<file path="src/rtl/xse_pkg.sv">
package xse_pkg;

  // -------------------------------------------------------------------------
  // Register layout
  // -------------------------------------------------------------------------
  localparam int          XSE_MASK_W        = 64;
  localparam int          XSE_FP_STACK_BIT  = 0;
  localparam int          XSE_VECTOR_BIT    = 1;
  localparam int          XSE_FIRST_EXT_BIT = 2;
  localparam int          XSE_RESERVED_BIT  = 63;
  localparam logic [63:0] XSE_MASK_RESET    = 64'h0000_0000_0000_0001;

  // -------------------------------------------------------------------------
  // Control register four and identification bit positions
  // -------------------------------------------------------------------------
  localparam int          XSE_CR4_TSR_BIT   = 2;
  localparam int          XSE_CR4_PCE_BIT   = 8;
  localparam int          XSE_CR4_OSXS_BIT  = 18;
  localparam int          XSE_ID_EXTENDED_STATE_SAVE_BIT  = 26;
  localparam int          XSE_ID_OSXS_BIT   = 27;
  localparam logic [31:0] XSE_CR4_IMPL_DEF  = 32'h0000_07ff;
  localparam logic [3:0]  XSE_TPR_INDEX     = 4'h8;

  // -------------------------------------------------------------------------
  // Instruction classes
  // -------------------------------------------------------------------------
  typedef enum logic [3:0] {
    XSE_OP_NONE,
    XSE_OP_READ_XCR,
    XSE_OP_WRITE_XCR,
    XSE_OP_CR_MOVE,
    XSE_OP_DR_MOVE,
    XSE_OP_CACHE_WB,
    XSE_OP_CACHE_DISCARD,
    XSE_OP_LEAVE_SMM,
    XSE_OP_READ_TSC,
    XSE_OP_READ_PMC,
    XSE_OP_ADJUST_RPL,
    XSE_OP_STATE_USE,
    XSE_OP_STATE_SAVE,
    XSE_OP_OTHER_PROT,
    XSE_OP_OTHER_OPEN
  } xse_op_e;

  typedef struct packed {
    logic        valid;
    xse_op_e     op;
    logic [1:0]  current_privilege_level;
    logic [3:0]  cr_index;
    logic [63:0] wdata;
    logic [63:0] state_mask;
    logic [63:0] save_mask;
  } xse_req_s;

  typedef struct packed {
    logic os_state_save_enable;
    logic timestamp_read_restrict;
    logic counter_read_enable;
    logic os_fx_save_support;
  } xse_cr4_s;

  typedef struct packed {
    logic        valid;
    logic        gp_fault;
    logic        ud_fault;
    logic [63:0] rdata;
    logic [63:0] save_select;
  } xse_resp_s;

endpackage : xse_pkg

</file>
<file path="src/rtl/xse_ext_state_gate.sv">
`timescale 1ns/10ps
module xse_ext_state_gate #(
  parameter logic        HAS_EXTENDED_STATE_SAVE     = 1'b1,
  parameter logic        HAS_LONG_ARCH = 1'b1,
  parameter logic [31:0] CR4_IMPL      = xse_pkg::XSE_CR4_IMPL_DEF
) (
  input  wire logic             clk,
  input  wire logic             rst,
  input  wire xse_pkg::xse_req_s req,
  input  wire xse_pkg::xse_cr4_s cr4,
  input  wire logic             long_mode,
  input  wire logic [63:0]      supported_mask,
  output xse_pkg::xse_resp_s    resp,
  output logic [63:0]           state_enable,
  output logic [31:0]           id_ecx,
  output logic [31:0]           id_cr4_impl
);
  import xse_pkg::*;

  // -------------------------------------------------------------------------
  // Decode
  // -------------------------------------------------------------------------
  logic [63:0] extended_state_enable_mask_r;
  logic [63:0] extended_state_enable_mask_nxt;
  xse_resp_s   resp_r;
  xse_resp_s   resp_nxt;
  logic [31:0] id_ecx_r;
  logic [31:0] id_cr4_impl_r;
  logic [63:0] legal_mask;
  logic        priv_zero;
  logic        write_ok;

  assign priv_zero = (req.current_privilege_level == 2'h0);

  // Bit zero is always legal and the top bit never is, whatever the enumeration says.
  always_comb begin
    legal_mask                   = supported_mask;
    legal_mask[XSE_FP_STACK_BIT] = 1'b1;
    legal_mask[XSE_RESERVED_BIT] = 1'b0;
  end

  // -------------------------------------------------------------------------
  // Fault and answer selection
  // -------------------------------------------------------------------------
  always_comb begin
    resp_nxt       = '0;
    resp_nxt.valid = req.valid;
    write_ok       = 1'b0;
    if (req.valid) begin
      unique case (req.op)
        XSE_OP_READ_XCR: begin
          if (!HAS_EXTENDED_STATE_SAVE || !cr4.os_state_save_enable) begin
            resp_nxt.ud_fault = 1'b1;
          end else begin
            resp_nxt.rdata = extended_state_enable_mask_r;
          end
        end
        XSE_OP_WRITE_XCR: begin
          if (!HAS_EXTENDED_STATE_SAVE || !cr4.os_state_save_enable) begin
            resp_nxt.ud_fault = 1'b1;
          end else if (!priv_zero) begin
            resp_nxt.gp_fault = 1'b1;
          end else if (!req.wdata[XSE_FP_STACK_BIT]) begin
            resp_nxt.gp_fault = 1'b1;
          end else if ((req.wdata & ~legal_mask) != 64'h0) begin
            resp_nxt.gp_fault = 1'b1;
          end else begin
            write_ok = 1'b1;
          end
        end
        XSE_OP_CR_MOVE: begin
          if (!HAS_LONG_ARCH && req.cr_index == XSE_TPR_INDEX) begin
            resp_nxt.ud_fault = 1'b1;
          end else begin
            resp_nxt.gp_fault = !priv_zero;
          end
        end
        XSE_OP_DR_MOVE: begin
          resp_nxt.gp_fault = !priv_zero;
        end
        XSE_OP_CACHE_WB,
        XSE_OP_CACHE_DISCARD: begin
          resp_nxt.gp_fault = !priv_zero;
        end
        XSE_OP_LEAVE_SMM: begin
          resp_nxt.gp_fault = !priv_zero;
        end
        XSE_OP_OTHER_PROT: begin
          resp_nxt.gp_fault = !priv_zero;
        end
        XSE_OP_READ_TSC: begin
          resp_nxt.gp_fault = cr4.timestamp_read_restrict && !priv_zero;
        end
        XSE_OP_READ_PMC: begin
          resp_nxt.gp_fault = !cr4.counter_read_enable && !priv_zero;
        end
        XSE_OP_ADJUST_RPL: begin
          resp_nxt.ud_fault = long_mode;
        end
        XSE_OP_STATE_USE: begin
          // Only the upper components consult the enable mask; bit one never does.
          if ((req.state_mask[63:XSE_FIRST_EXT_BIT] & legal_mask[63:XSE_FIRST_EXT_BIT]
               & ~extended_state_enable_mask_r[63:XSE_FIRST_EXT_BIT]) != 62'h0) begin
            resp_nxt.ud_fault = 1'b1;
          end else if (req.state_mask[XSE_VECTOR_BIT] && !cr4.os_fx_save_support) begin
            resp_nxt.ud_fault = 1'b1;
          end
        end
        XSE_OP_STATE_SAVE: begin
          if (!HAS_EXTENDED_STATE_SAVE || !cr4.os_state_save_enable) begin
            resp_nxt.ud_fault = 1'b1;
          end else begin
            resp_nxt.save_select = extended_state_enable_mask_r & req.save_mask;
          end
        end
        XSE_OP_NONE,
        XSE_OP_OTHER_OPEN: begin
          resp_nxt.gp_fault = 1'b0;
        end
        default: begin
          resp_nxt.ud_fault = 1'b1;
        end
      endcase
    end
  end

  // -------------------------------------------------------------------------
  // Enable mask register
  // -------------------------------------------------------------------------
  always_comb begin
    extended_state_enable_mask_nxt = extended_state_enable_mask_r;
    if (write_ok) begin
      extended_state_enable_mask_nxt = req.wdata;
    end
  end

  always_ff @(posedge clk) begin
    if (rst) begin
      extended_state_enable_mask_r <= XSE_MASK_RESET;
    end else begin
      extended_state_enable_mask_r <= extended_state_enable_mask_nxt;
    end
  end

  always_ff @(posedge clk) begin
    if (rst) begin
      resp_r <= '0;
    end else begin
      resp_r <= resp_nxt;
    end
  end

  // -------------------------------------------------------------------------
  // Identification bits
  // -------------------------------------------------------------------------
  always_ff @(posedge clk) begin
    if (rst) begin
      id_ecx_r      <= 32'h0;
      id_cr4_impl_r <= 32'h0;
    end else begin
      id_ecx_r                   <= 32'h0;
      id_ecx_r[XSE_ID_EXTENDED_STATE_SAVE_BIT] <= HAS_EXTENDED_STATE_SAVE;
      id_ecx_r[XSE_ID_OSXS_BIT]  <= HAS_EXTENDED_STATE_SAVE && cr4.os_state_save_enable;
      id_cr4_impl_r              <= CR4_IMPL & ~(32'h1 << XSE_CR4_PCE_BIT);
    end
  end

  assign resp         = resp_r;
  assign state_enable = extended_state_enable_mask_r;
  assign id_ecx       = id_ecx_r;
  assign id_cr4_impl  = id_cr4_impl_r;
endmodule : xse_ext_state_gate

</file>
<file path="config.mk">
export PLATFORM = sky130hd
export DESIGN_NAME = xse_ext_state_gate
export DESIGN_NICKNAME = d
export VERILOG_FILES = /design/src/rtl/xse_pkg.sv /design/src/rtl/xse_ext_state_gate.sv
export SDC_FILE = /design/constraint.sdc
export NUM_CORES = 1
export LEC_CHECK = 0
export BUFFER_PORTS_ARGS = -buffer_cell sky130_fd_sc_hd__buf_2
export CAP_MARGIN = 20
export CELL_PAD_IN_SITES_DETAIL_PLACEMENT = 0
export CELL_PAD_IN_SITES_GLOBAL_PLACEMENT = 2
export CORE_AREA = 4 4 204 206
export DETAILED_ROUTE_END_ITERATION = 6
export DIE_AREA = 0 0 208 210
export PLACE_DENSITY = 0.76
export SLEW_MARGIN = 40
export SYNTH_ARGS = -nofsm -noshare
export SYNTH_HDL_FRONTEND = slang
export SYNTH_SLANG_ARGS = --single-unit
</file>
<file path="constraint.sdc">
create_clock -name clk -period 1.7 [get_ports clk]
set_input_delay 0.085 -clock clk [delete_from_list [all_inputs] [get_ports clk]]
set_output_delay 0.085 -clock clk [all_outputs]
set_load 0.05 [all_outputs]
</file>
# Word-level counts from Yosys, hierarchy flattened
# Index checks and enable logic that the tools add are counted.
[word_totals] romBits=0 mem_bits_rw=0 out_inout_bits=259 regBits=238 memories=0 latch_bits=0 word_cells=66 in_bits=274
[classes] n_addsub=0 n_bitwise=10 multipliers=0 muxes=17 n_eq_ne=14 n_lt_le_gt_ge=0 shifts=0 div_mod_pow=0 n_reduce_logical=16
[op_table] op="$and A64 B64 Y64" n=2
[op_table] op="$not A63 Y64" n=1
[op_table] op="$reduce_bool A64 Y1" n=1
[op_table] op="$and A62 B61 Y62" n=1
[op_table] op="$and A62 B62 Y62" n=1
[op_table] op="$not A62 Y62" n=1
[op_table] op="$reduce_bool A62 Y1" n=1
[op_table] op="$eq A4 B4 Y1 const B" n=7
[op_table] op="$mux W27" n=1
[op_table] op="$eq A4 B3 Y1 const B" n=4
[op_table] op="$mux W1" n=13
[op_table] op="$mux W11" n=1
[op_table] op="$reduce_or A10 Y1" n=1
[op_table] op="$eq A4 B2 Y1 const B" n=2
[op_table] op="$pmux W1 S4" n=2
[op_table] op="$reduce_or A4 Y1" n=2
[op_table] op="$reduce_or A6 Y1" n=1
[op_table] op="$eq A4 B1 Y1 const B" n=1
[op_table] op="$logic_not A4 Y1" n=1
[op_table] op="$not A1 Y1" n=4
[op_table] op="$logic_and A1 B1 Y1" n=3
[op_table] op="$logic_not A1 Y1" n=3
[op_table] op="$reduce_or A3 Y1" n=1
[op_table] op="$logic_not A2 Y1" n=1
[op_table] op="$reduce_or A2 Y1" n=1

# Depth between registers and ports, before layout
# Gate-level depths: netlist (run 1).
[logic_depth] word_depth=9 depth_mapped=7 ltp_nobuf=6

# Worst setup path before layout (run 1)
# No wires, ideal clock.
[synth_timing] kind="register to register" startpoint="register extended_state_enable_mask_r[37] (netlist: state_enable[37])" endpoint="register resp_r (netlist bit resp[128])" setup_time_ps=122 stages_incl_launch_ff=6 path_slack_ps=154 synth_period_minus_slack_ps=1546 arrival_ps=1423 path_buffers=0 required_time_ps=1578 path_cell_list="dfxtp_1 -> o22ai_1 -> nor4_1 -> nand2_1 -> nor4_1 -> nor2_1"
[synth_between] elab_chain_cells=5
[synth_rtl] element="start, declared" line="xse_ext_state_gate.sv:23" text="logic [63:0] extended_state_enable_mask_r;"
[synth_rtl] element="start signal, assigned" line="xse_ext_state_gate.sv:141" text="extended_state_enable_mask_r <= extended_state_enable_mask_nxt;"
[synth_rtl] element="$not A62 Y62" line="xse_ext_state_gate.sv:103" text="& ~extended_state_enable_mask_r[63:XSE_FIRST_EXT_BIT]) != 62'h0) begin"
[synth_rtl] element="$and A62 B62 Y62" line="xse_ext_state_gate.sv:103"
[synth_rtl] element="$reduce_bool A62 Y1" line="xse_ext_state_gate.sv:102" text="if ((req.state_mask[63:XSE_FIRST_EXT_BIT] & legal_mask[63:XSE_FIRST_EXT_BIT]"
[synth_rtl] element="$mux W1" line="xse_ext_state_gate.sv:102"
[synth_rtl] element="$pmux W1 S4" line="xse_ext_state_gate.sv:50" text="unique case (req.op)"
[synth_rtl] element="end signal, assigned" line="xse_ext_state_gate.sv:149" text="resp_r <= resp_nxt;"
[synth_rtl] element="end, declared" line="xse_ext_state_gate.sv:25" text="xse_resp_s resp_r;"
# Every way passes these cells.
# A chain may end at the register's enable or synchronous reset.

# Worst setup path after layout (run 1)
[layout_timing] startpoint="register extended_state_enable_mask_r[25] (netlist: state_enable[25])" endpoint="register resp_r (netlist bit resp[128])"
# The elaborated chain is that of the path after synthesis.

==> results.md, run 1 <==
- Setup violators final: 0
- CTS H-Tree Depth: 4
- Top_reg_cell synth: dfxtp_1
- RSZ-0062 raised after global routing: no
- Worst hold start: req[179]
- Switching share of power: 26.85%
- Crit Path Max Fanout: 2
- Crit-path most repeated cell: buf_4
- Crit path largest cell delay: 0.36 ns
- Placer Congestion: 0.8597
- CP Data Arrival Time: 1.97 ns
- TritonCTS Buffers: 17
- Root Buffer Master: clkbuf_16
- CTS tree: built
- Final hold vios: 0
- Vias/cell: 3.989
- Fin crit share: 94.86%
- Later-pin clock latency in the skew report: 0.46 ns
- First-pass GRT wire length: 57.97 mm
- IO Port Bufs: 472
- Final #Nets: 1768
- CP required: 2.06 ns
- Antenna Nets Post-Route: 0
- All-Layer GR Usage: 18.36%
- RR Endpoint: resp[128]
- Async SR Flop Fraction: 0%
- Min-delay worst type: in2reg
- RR Startpoint: state_enable[25]
- Longest Clk Path Bufs: 2
- Final Core Density: 33.29%
- Layout cells sized above 1: 41.90%
- Die area: 43680 sq um
- Initial antenna violation count: 10
- Post-synthesis cell type count: 43
- Worst-path clk slew: 0.08 ns
- Post-Syn Area: 8033 sq um
- Clk pwr share: 41.4%
- DPL Wire Length: 34.04 mm
- Initial Util: 20.26%
- Routed WL per cell: 20.50 um
- Area grow syn2layout: 64.30%
- Cell internal pwr: 7586 uW
- Depth of the worst register-to-register path: 7
- FF-to-FF setup slack: 0.09 ns
- VDD IR max: 0.6533 mV
- Setup Buffers After CTS: 0
- Commonest non-fill, non-tap cell in the layout: buf_2
- CTS Sinks: 197
- Die Span Y: 210 um
- Max Clock Skew: 0.01229 ns
- Vias in the first global route: 8301
- Pre-Repair DR Iteration Count: 5
- Critical Path Sink: resp[128]
- Pwr Total: 10370 uW
- Register area: 3949 sq um
- Peak Freq: 620.1 MHz
- Combinational Power Share: 14.0%
- Leakage: 0.006696 uW
- Warnings, synthesis: 0
- Post-synth EDFFs: 0
- Max cap viols: 0
- WS Path Type: reg2reg
- Area of the multi-input gates: 3498 sq um
- Most frequent cells in the layout: buf_2 (472), dfxtp_1 (193), nand2_1 (184), dlygate4sd3_1 (130), buf_4 (80)
- Drt drc: 0
- Fillers: 4226
- Via count: 8130
- Register bit total from synthesis: 197
- Worst setup SP type: register
- Core area: 39640 sq um
- Reg power frac: 44.6%
- Crit-path cells: o22ai_1 > nor3_2 > buf_4 > nand3_1 > nor4_2 > buf_4 > nor2_1
- Minimum clock period: 1.613 ns
- Max Slew Vio Count: 0
- PD cells: 785.8 nW/um^2
- Starting DRT DRC Count: 377
- Syn Area/Cell: 9.678 sq um
- Die Wd: 208 um
- Setup crit end kind: register
- Rows: 73
- NetSw: 2785 uW
- Post-synthesis cell count: 830
- Sequential area share after synthesis: 49.10%
- IO Pins: 533
- Routed Wire Length: 41.77 mm
- Critical Path Start: state_enable[25]
- Gr ovfl total: 0
- CP max-delay cell: dfxtp_2
- Outcome: finished clean
- Largest net degree at the start of global routing: 65
-- routing by layer --
| metal | vias to the layer above | global-route usage, % | share of wire, % |
|---|---|---|---|
| met3 | 35 | 4.614 | 6.2 |
| met4 | 6 | 5.391 | 1.9 |
| met5 | - | 0 | 0.098 |
| met1 | 3757 | 21.89 | 42 |
| met2 | 345 | 32.82 | 50 |
| li1 | 3987 | - | - |
-- cells by family (layout without fill, tap and decap cells) --
family	count (synthesis)	in the layout	share of synthesized area [%]
and+or+nand+nor	397	397	26.59
muxes	60	60	7.477
DFF	197	197	49.10
buffers and inverters	115	740	10.28
other	1	59	0.04668
AOI/OAI and AO/OA	60	60	6.511
-- synthesized netlist by cell type (7+ instances only) --
master,n,area share [%]
nor4_1,7,0.55
o2111ai_2,11,2.1
clkbuf_1,14,0.65
and2_1,64,5.0
nand2_1,184,8.6
nand2b_1,39,3.0
inv_1,15,0.70
buf_4,63,5.9
and3_1,65,5.1
mux2i_1,60,7.5
o22ai_1,32,2.5
dfxtp_1,197,49
dlygate4sd1_1,10,1.1
-- repair_timing --
item                       4_1_cts  5_1_grt
hold buffers                   130        0
setup endpoints to repair        1        1
pin swaps                        0        3
gates resized for setup          5        6
hold endpoints to repair       127        0
-- state kept, by name, summed over array words and instances (netlist names) --
name / cells
resp: 131
id_ecx: 1
id_cr4_impl: 1
state_enable: 64
-- per-stage QoR --
step | cells | TNS, ns | hold slack, ns | worst slack (ns) | area (sq um)
floorplan | 881 | 0 | 0.1566 | 0.1545 | 8224
global placement | 1870 | -17.09 | 0.3165 | -0.3060 | 11240
detailed placement | 1870 | -16.54 | 0.3191 | -0.3349 | 11240
CTS | 2031 | 0 | 0.006915 | 0.002422 | 13160
global route | 2034 | 0 | 0.02261 | 0.004268 | 13190
finish | 2038 | 0 | 0.05041 | 0.08736 | 13200
-- worst min path at each step --
stage,cells after the start,slack [ns],to
4_1_cts,4,0.007,resp[128]
3_3_place_gp,2,0.32,resp[31]
2_1_floorplan,1,0.16,id_ecx[27]
5_1_grt,4,0.02,state_enable[51]
3_5_place_dp,2,0.32,resp[20]
6_report,4,0.05,state_enable[51]
-- power by group through the flow --
stage	clock network (uW)	registers, uW	logic (uW)
5_1_grt	4620	4620	1560
3_5_place_dp	0	4730	1220
3_3_place_gp	0	4730	1220
2_1_floorplan	0	4750	705
6_report	4300	4620	1450
4_1_cts	4450	4620	1460
-- layout make-up --
class	count	area share, %
timing repair buffer	689	33.37
sequential	197	29.92
multi-input combinational	569	26.51
tap	525	4.977
clock buffer	19	3.356
clock inverter	12	1.147
inverter	20	0.5878
antenna	7	0.1327
-- critical path: cells and delay by family (launching register included) --
family | cells | cell delay, ns
buffers and inverters | 2 | 0.32
DFF | 1 | 0.36
and+or+nand+nor | 4 | 0.72
AOI/OAI and AO/OA | 1 | 0.12
(Power assumes the default switching activity.)
==> run 2: changes to the inputs <==
--- a/config.mk
+++ b/config.mk
@@ -5,14 +5,15 @@
 export SDC_FILE = /design/constraint.sdc
 export NUM_CORES = 1
 export LEC_CHECK = 0
+export ABC_AREA = 1
+export ABC_CLOCK_PERIOD_IN_PS = 1700
 export BUFFER_PORTS_ARGS = -buffer_cell sky130_fd_sc_hd__buf_2
 export CAP_MARGIN = 20
 export CELL_PAD_IN_SITES_DETAIL_PLACEMENT = 0
 export CELL_PAD_IN_SITES_GLOBAL_PLACEMENT = 2
-export CORE_AREA = 4 4 204 206
+export CORE_UTILIZATION = 21
 export DETAILED_ROUTE_END_ITERATION = 6
-export DIE_AREA = 0 0 208 210
-export PLACE_DENSITY = 0.76
+export PLACE_DENSITY = 0.84
 export SLEW_MARGIN = 40
 export SYNTH_ARGS = -nofsm -noshare
 export SYNTH_HDL_FRONTEND = slang
==> run 2 against run 1 <==
Compared with the run above:
- global-route usage shrank 1.1 points
- die area shrank 3.7%
- maximum frequency fell by 2.3%
- largest power group unchanged
==> results.md, run 2 <==
- Outcome: finished clean
- Initial antenna violation count: 1 (-9)
- Area grow syn2layout: 66.34%
- Worst-path clk slew: 0.07 ns (about the same)
- TNS Setup: 0 ns (unchanged)
- Worst hold start: req[187]
- Placed Cells: 2355 (+26%)
- Rows: 74 (+1.4%)
- Max cap viols: 0 (unchanged)
- Min setup slack post-route: 0.04914 ns (-0.03822 ns)
- PD cells: 729.3 nW/um^2 (-7.2%)
- Final hold vios: 0 (unchanged)
- Setup crit end kind: register
- Min-delay worst type: in2reg
- Final #Nets: 2249 (+27%)
- Die area: 42060 sq um (-3.7%)
- Warnings, synthesis: 0 (unchanged)
- Worst Hold Depth: 6 (+2)
- Most frequent cells in the layout: buf_2 (458), nor2_1 (310), nand2_1 (292), dfxtp_1 (197), inv_1 (186)
- Sequential area share after synthesis: 45.54% (-3.6 points)
- Peak Freq: 605.7 MHz (-2.3%)
- Antenna Nets Post-Route: 0 (unchanged)
- Register area: 3944 sq um (-0.13%)
- Max Clock Skew: 0.01698 ns (+0.004692 ns)
- WS Path Type: in2reg
- Pwr Total: 10510 uW (+1.3%)
- CTS Sinks: 197 (unchanged)
- Post-synthesis cell type count: 22 (-49%)
- Post-Syn Area: 8661 sq um (+7.8%)
- RR Startpoint: state_enable[20]
- Vias in the first global route: 9420 (+13%)
- CP Data Arrival Time: 2.03 ns (+0.06 ns)
- Async SR Flop Fraction: 0% (unchanged)
- RSZ-0062 raised after global routing: yes
- Initial Util: 21.26% (+1.0 points)
- Yosys top cell area share: 45.54% (-3.6 points)
- TritonCTS Buffers: 17 (unchanged)
- Setup violators final: 0 (unchanged)
- Pre-Repair DR Iteration Count: 5 (unchanged)
- Final hold slack: 0.04221 ns (-0.008203 ns)
- Layout cells sized above 1: 33.06% (-8.8 points)
- Depth of the worst register-to-register path: 11 (+4)
- Drt drc: 0 (unchanged)
- Vias/cell: 3.973 (-0.41%)
- Fin crit share: 97.11% (+2.2 points)
- Hold EP: state_enable[59]
- Fillers: 4499 (+6.5%)
- RR Endpoint: resp[128]
- Worst setup SP type: input port
- Later-pin clock latency in the skew report: 0.50 ns (+0.04 ns)
- CP required: 2.08 ns (+0.02 ns)
- Register bit total from synthesis: 197 (unchanged)
- Die Wd: 205.1 um (-1.4%)
- Longest Clk Path Bufs: 2 (unchanged)
- Crit Path Max Fanout: 7 (+5)
- First-pass GRT wire length: 53.16 mm (-8.3%)
- Starting DRT DRC Count: 371 (-1.6%)
- Max Slew Vio Count: 0 (unchanged)
- CTS H-Tree Depth: 4 (unchanged)
- Ant diodes: 0 (-7)
- CTS tree: built
- Synth area leader: dfxtp_1
- Routed WL per cell: 15.79 um (-23%)
- DPL Wire Length: 28.32 mm (-17%)
- Post-synth top cells: nor2_1 (316), nand2_1 (313), dfxtp_1 (197)
- Count leader, synth: nor2_1
- Post-synthesis cell count: 1305 (+57%)
- Die Span Y: 205.1 um (-2.3%)
- IO Port Bufs: 472 (unchanged)
- Leakage: 0.007483 uW (+12%)
- Post-synth EDFFs: 0 (unchanged)
- Minimum clock period: 1.651 ns (+0.03822 ns)
- Syn Area/Cell: 6.637 sq um (-31%)
- Gr ovfl total: 0 (unchanged)
- Dpl ws: -0.3242 ns (+0.01069 ns)
- FF-to-FF setup slack: 0.25 ns (+0.16 ns)
- Routed Wire Length: 39.78 mm (-4.8%)
- Non-Filler Instances: 2519 (+24%)
- Root Buffer Master: clkbuf_16
- Placer Congestion: 0.7946 (-7.6%)
- Via count: 10010 (+23%)
- Top cells by area, synth: dfxtp_1 (46%), nor2_1 (14%), nand2_1 (14%)
- Commonest non-fill, non-tap cell in the layout: buf_2
- Area of the multi-input gates: 3674 sq um (+5.0%)
- Max FFs per register: 131 (unchanged)
- VDD IR max: 0.7163 mV (+9.7%)
- Largest net degree at the start of global routing: 66 (+1.5%)
- IO Pins: 533 (unchanged)
- All-Layer GR Usage: 17.26% (-1.1 points)
- Top_reg_cell synth: dfxtp_1
- Core area: 40740 sq um (+2.8%)
run 2: cell count changes after synthesis, sizes merged, moves of 60 or more:
cell / previous run / this run
nand3: 1 / 87
and3: 66 / 0
inv: 16 / 191
nand2: 185 / 313
a21oi: 2 / 64
mux2i: 60 / 0
nor2: 7 / 318
run 2: worst max-delay path by stage:
stage                startpoint  slack [ns]               end
6_report               req[180]        0.05  state_enable[53]
3_3_place_gp           req[197]       -0.36   state_enable[6]
5_1_grt                req[175]       0.001  state_enable[60]
4_1_cts                req[166]       0.001   state_enable[5]
2_1_floorplan  state_enable[35]        0.26         resp[128]
3_5_place_dp           req[197]       -0.32   state_enable[5]
run 2: per-stage QoR:
stage / utilization, % / instance area (sq um)
4_1_cts: 34.23 / 13950
5_1_grt: 35.36 / 14410
3_5_place_dp: 29.58 / 12050
2_1_floorplan: - / 8852
3_3_place_gp: 29.58 / 12050
6_report: 35.36 / 14410
run 2: metal layers:
metal  global-route usage [%]  vias to the layer above  wire [um]
met3                    4.900                       33       2560
met4                    6.958                        2        788
met1                    19.12                     4504      16620
li1                         -                     5118          -
met2                    30.76                      351      19790
met5                        0                        -         13
run 2: area by class of cell:
type / count / area share (%)
clock buffers: 24 / 3.552
clock inverters: 7 / 0.6514
inverters: 191 / 4.977
multi-input cells: 861 / 25.50
flip-flops and latches: 197 / 27.38
well taps: 532 / 4.620
repair buffers: 707 / 33.32
run 2: cell families (layout without fill, tap and decap cells):
group	after synthesis	after routing	synth area share (%)
buffers and inverters	298	929	16.35
AOI/OAI and AO/OA	80	80	4.681
other	1	52	0.04330
and+or+nand+nor	729	729	33.39
DFF	197	197	45.54
run 2: timing repair:
item | 4_1_cts | 5_1_grt
hold endpoints to repair | 127 | 0
hold buffers | 129 | 0
resized for setup | 0 | 64
buffers inserted | 0 | 5
endpoints found under the setup margin | 0 | 63
run 2: power by group:
part | internal (uW) | leakage (uW) | switching [uW]
registers | 4620 | 0.00159 | 3.22
logic | 668 | 0.00560 | 899
clock network | 2390 | 0.000294 | 1930
run 2: critical path, stage by stage:
cell,delay [ns]
dlygate4sd3_1,0.54
buf_2,0.13
inv_2,0.07
o21ai_4,0.07
nor2_2,0.09
nand2_1,0.05
nor2_1,0.09
nand2_1,0.10
nor2_4,0.25
clkbuf_16,0.20
buf_6,0.17
nand3_1,0.09
nand2_1,0.06
nor2_1,0.04
==> run 3: changes to the inputs <==
--- a/config.mk
+++ b/config.mk
@@ -6,14 +6,15 @@
 export NUM_CORES = 1
 export LEC_CHECK = 0
 export ABC_AREA = 1
-export ABC_CLOCK_PERIOD_IN_PS = 1700
+export ABC_CLOCK_PERIOD_IN_PS = 1400
 export BUFFER_PORTS_ARGS = -buffer_cell sky130_fd_sc_hd__buf_2
 export CAP_MARGIN = 20
 export CELL_PAD_IN_SITES_DETAIL_PLACEMENT = 0
 export CELL_PAD_IN_SITES_GLOBAL_PLACEMENT = 2
-export CORE_UTILIZATION = 21
+export CORE_UTILIZATION = 19
+export CTS_CLUSTER_DIAMETER = 150
 export DETAILED_ROUTE_END_ITERATION = 6
-export PLACE_DENSITY = 0.84
+export PLACE_DENSITY = 0.8
 export SLEW_MARGIN = 40
 export SYNTH_ARGS = -nofsm -noshare
 export SYNTH_HDL_FRONTEND = slang
==> constraint.sdc (replaced) <==
create_clock -name clk -period 1.4 [get_ports clk]
set_input_delay 0.07 -clock clk [delete_from_list [all_inputs] [get_ports clk]]
set_output_delay 0.07 -clock clk [all_outputs]
set_load 0.05 [all_outputs]
==> run 3 against run 2 <==
Compared with the run above:
- sequential share of layout area down 0.95 points
- die area up 10%
- clock-buffer cell count down 3
==> results.md, run 3 (same netlist as run 2, synthesis figures left out) <==
- WS Path Type: reg2out
- Fin crit share: 96.25%
- PD cells: 855.6 nW/um^2 (+17%)
- Routed Wire Length: 39.58 mm (-0.50%)
- Max Slew Vio Count: 0 (unchanged)
- VDD IR max: 0.6230 mV (-13%)
- Core area: 44610 sq um (+9.5%)
- Die Span Y: 215.5 um (+5.1%)
- Reg power frac: 43.7% (-0.3 points)
- All-Layer GR Usage: 16.87% (-0.38 points)
- Via count: 10220 (+2.1%)
- Vias/cell: 3.819 (-3.9%)
- Final instance area: 15010 sq um (+4.2%)
- Max FFs per register: 131 (unchanged)
- Worst-path clk slew: 0.08 ns (about the same)
- Worst Hold Depth: 6 (unchanged)
- Clk pwr share: 40.2% (-0.9 points)
- Final hold vios: 0 (unchanged)
- Max-slew headroom: 66.87%
- Worst setup SP type: register
- First-pass GRT wire length: 57.91 mm (+8.9%)
- Pre-Repair DR Iteration Count: 4 (-1)
- Antenna Nets Post-Route: 0 (unchanged)
- CP required: 1.33 ns (-0.75 ns)
- Starting DRT DRC Count: 318 (-14%)
- Initial antenna violation count: 5 (+4)
- Outcome: finished clean
- CP Data Arrival Time: 1.28 ns (-0.75 ns)
- Initial Util: 19.42% (-1.8 points)
- Dpl ws: -0.6062 ns (-0.2820 ns)
- Routed WL per cell: 14.80 um (-6.3%)
- NetSw: 3530 uW (+25%)
- Min-delay worst type: in2reg
- Most frequent cells in the layout: buf_2 (466), nor2_1 (301), nand2_1 (295), inv_1 (187), buf_4 (186)
- Minimum clock period: 1.348 ns
- CTS Sinks: 197 (unchanged)
- Largest net degree at the start of global routing: 66 (unchanged)
- Min setup slack post-route: 0.05243 ns (+0.003289 ns)
- Longest Clk Path Bufs: 2 (unchanged)
- IO Pins: 533 (unchanged)
- RR Endpoint: resp[128]
- IO Port Bufs: 472 (unchanged)
- Switching share of power: 27.48% (+0.51 points)
- RSZ-0062 raised after global routing: yes
- Commonest non-fill, non-tap cell in the layout: buf_2
- Setup crit end kind: primary output
- Rows: 77 (+4.1%)
- Max cap viols: 0 (unchanged)
- Final #Nets: 2343 (+4.2%)
- Placed Cells: 2509 (+6.5%)
- TritonCTS Buffers: 17 (unchanged)
- Drt drc: 0 (unchanged)
- Fillers: 4923 (+9.4%)
- CTS H-Tree Depth: 4 (unchanged)
- Depth of the worst register-to-register path: 11 (unchanged)
- Peak Freq: 742.1 MHz
- FF-to-FF setup slack: 0.09 ns (-0.16 ns)
- Worst hold start: req[138]
- CTS tree: built
- Vias in the first global route: 10070 (+6.9%)
- Setup violators final: 0 (unchanged)
- Cell internal pwr: 9313 uW (+21%)
- Gr ovfl total: 0 (unchanged)
- Combinational Power Share: 16.1% (+1.2 points)
- Area grow syn2layout: 73.32%
- Placer Congestion: 0.8449 (+6.3%)
- Non-Filler Instances: 2675 (+6.2%)
- RR Startpoint: state_enable[18]
- Hold EP: state_enable[10]
- Leakage: 0.007824 uW (+4.6%)
- Worst slew pin tran: 0.4936 ns
- Later-pin clock latency in the skew report: 0.48 ns (-0.02 ns)
- Die Wd: 215.5 um (+5.1%)
- Die area: 46440 sq um (+10%)
- DPL Wire Length: 31.11 mm (+9.8%)
- Placement Cell Area: 12900 sq um (+7.0%)
- Crit Path Max Fanout: 4 (-3)
- Final Core Density: 33.65% (-1.7 points)
- Layout cells sized above 1: 36.94% (+3.9 points)
- Max Clock Skew: 0.008429 ns (-0.008552 ns)
- Root Buffer Master: clkbuf_16
run 3: changes by cell type in the layout (fill, tap and decap cells not counted), moves of 7 or more:
cell,delta
buf_4,+88
nor2_1,-9
dlymetal6s4s_1,-10
dlygate4sd3_1,+12
buf_2,+8
dfxtp_2,+18
dfxtp_1,-18
clkbuf_16,-7
run 3: cell type report:
class / count / area, sq um / share of cell area (%)
tap: 592 / 740.7 / 4.935
timing repair buffer: 801 / 5351 / 35.65
clock buffer: 21 / 470.5 / 3.134
clock inverter: 11 / 123.9 / 0.8252
multi-input combinational: 861 / 3638 / 24.24
antenna: 1 / 2.502 / 0.01667
inverter: 191 / 716.9 / 4.776
sequential: 197 / 3966 / 26.42
run 3: worst max path at each step:
stage          depth (start not counted)              from                to  slack [ns]
6_report                               3  state_enable[34]  state_enable[34]        0.05
5_1_grt                                1    id_cr4_impl[9]    id_cr4_impl[9]       -0.01
4_1_cts                               10  state_enable[35]         resp[128]       -0.02
3_5_place_dp                          13          req[191]  state_enable[51]       -0.61
3_3_place_gp                          13          req[191]  state_enable[47]       -0.61
2_1_floorplan                          9  state_enable[59]         resp[128]       0.003
run 3: what timing repair did:
| action | CTS | global route |
|---|---|---|
| hold endpoints to repair | 125 | 0 |
| setup buffers | 0 | 2 |
| setup endpoints to repair | 48 | 70 |
| hold buffers | 131 | 0 |
| pin swaps | 0 | 12 |
| cloned | 0 | 1 |
| gates resized for setup | 5 | 56 |
run 3: power groups by stage:
stage / Sequential (uW) / Clock (uW) / Combinational (uW)
global placement: 5740 / 0 / 1760
finish: 5610 / 5170 / 2070
floorplan: 5770 / 0 / 914
detailed placement: 5740 / 0 / 1760
global route: 5610 / 5590 / 2270
CTS: 5610 / 5440 / 2060
run 3: through the flow:
stage | setup TNS [ns] | hold slack [ns] | total power, uW
3_5_place_dp | -36.01 | 0.2959 | 7506
3_3_place_gp | -35.90 | 0.2888 | 7504
2_1_floorplan | 0 | 0.1545 | 6681
5_1_grt | -0.09974 | 0.06430 | 13470
6_report | 0 | 0.06955 | 12840
4_1_cts | -0.01567 | 0.01112 | 13100
run 3: worst max-delay path: stages (launching register included):
cell      delay, ns
dfxtp_2        0.33
buf_4          0.12
buf_4          0.14
clkbuf_4       0.21
run 3: layer usage:
metal | vias to the layer above | wire length [um] | GRT usage [%]
met4 | 8 | 1008 | 6.832
met2 | 344 | 20230 | 30.69
met3 | 48 | 2153 | 4.285
met5 | - | 54 | 0
met1 | 4514 | 16140 | 18.56
li1 | 5302 | - | -
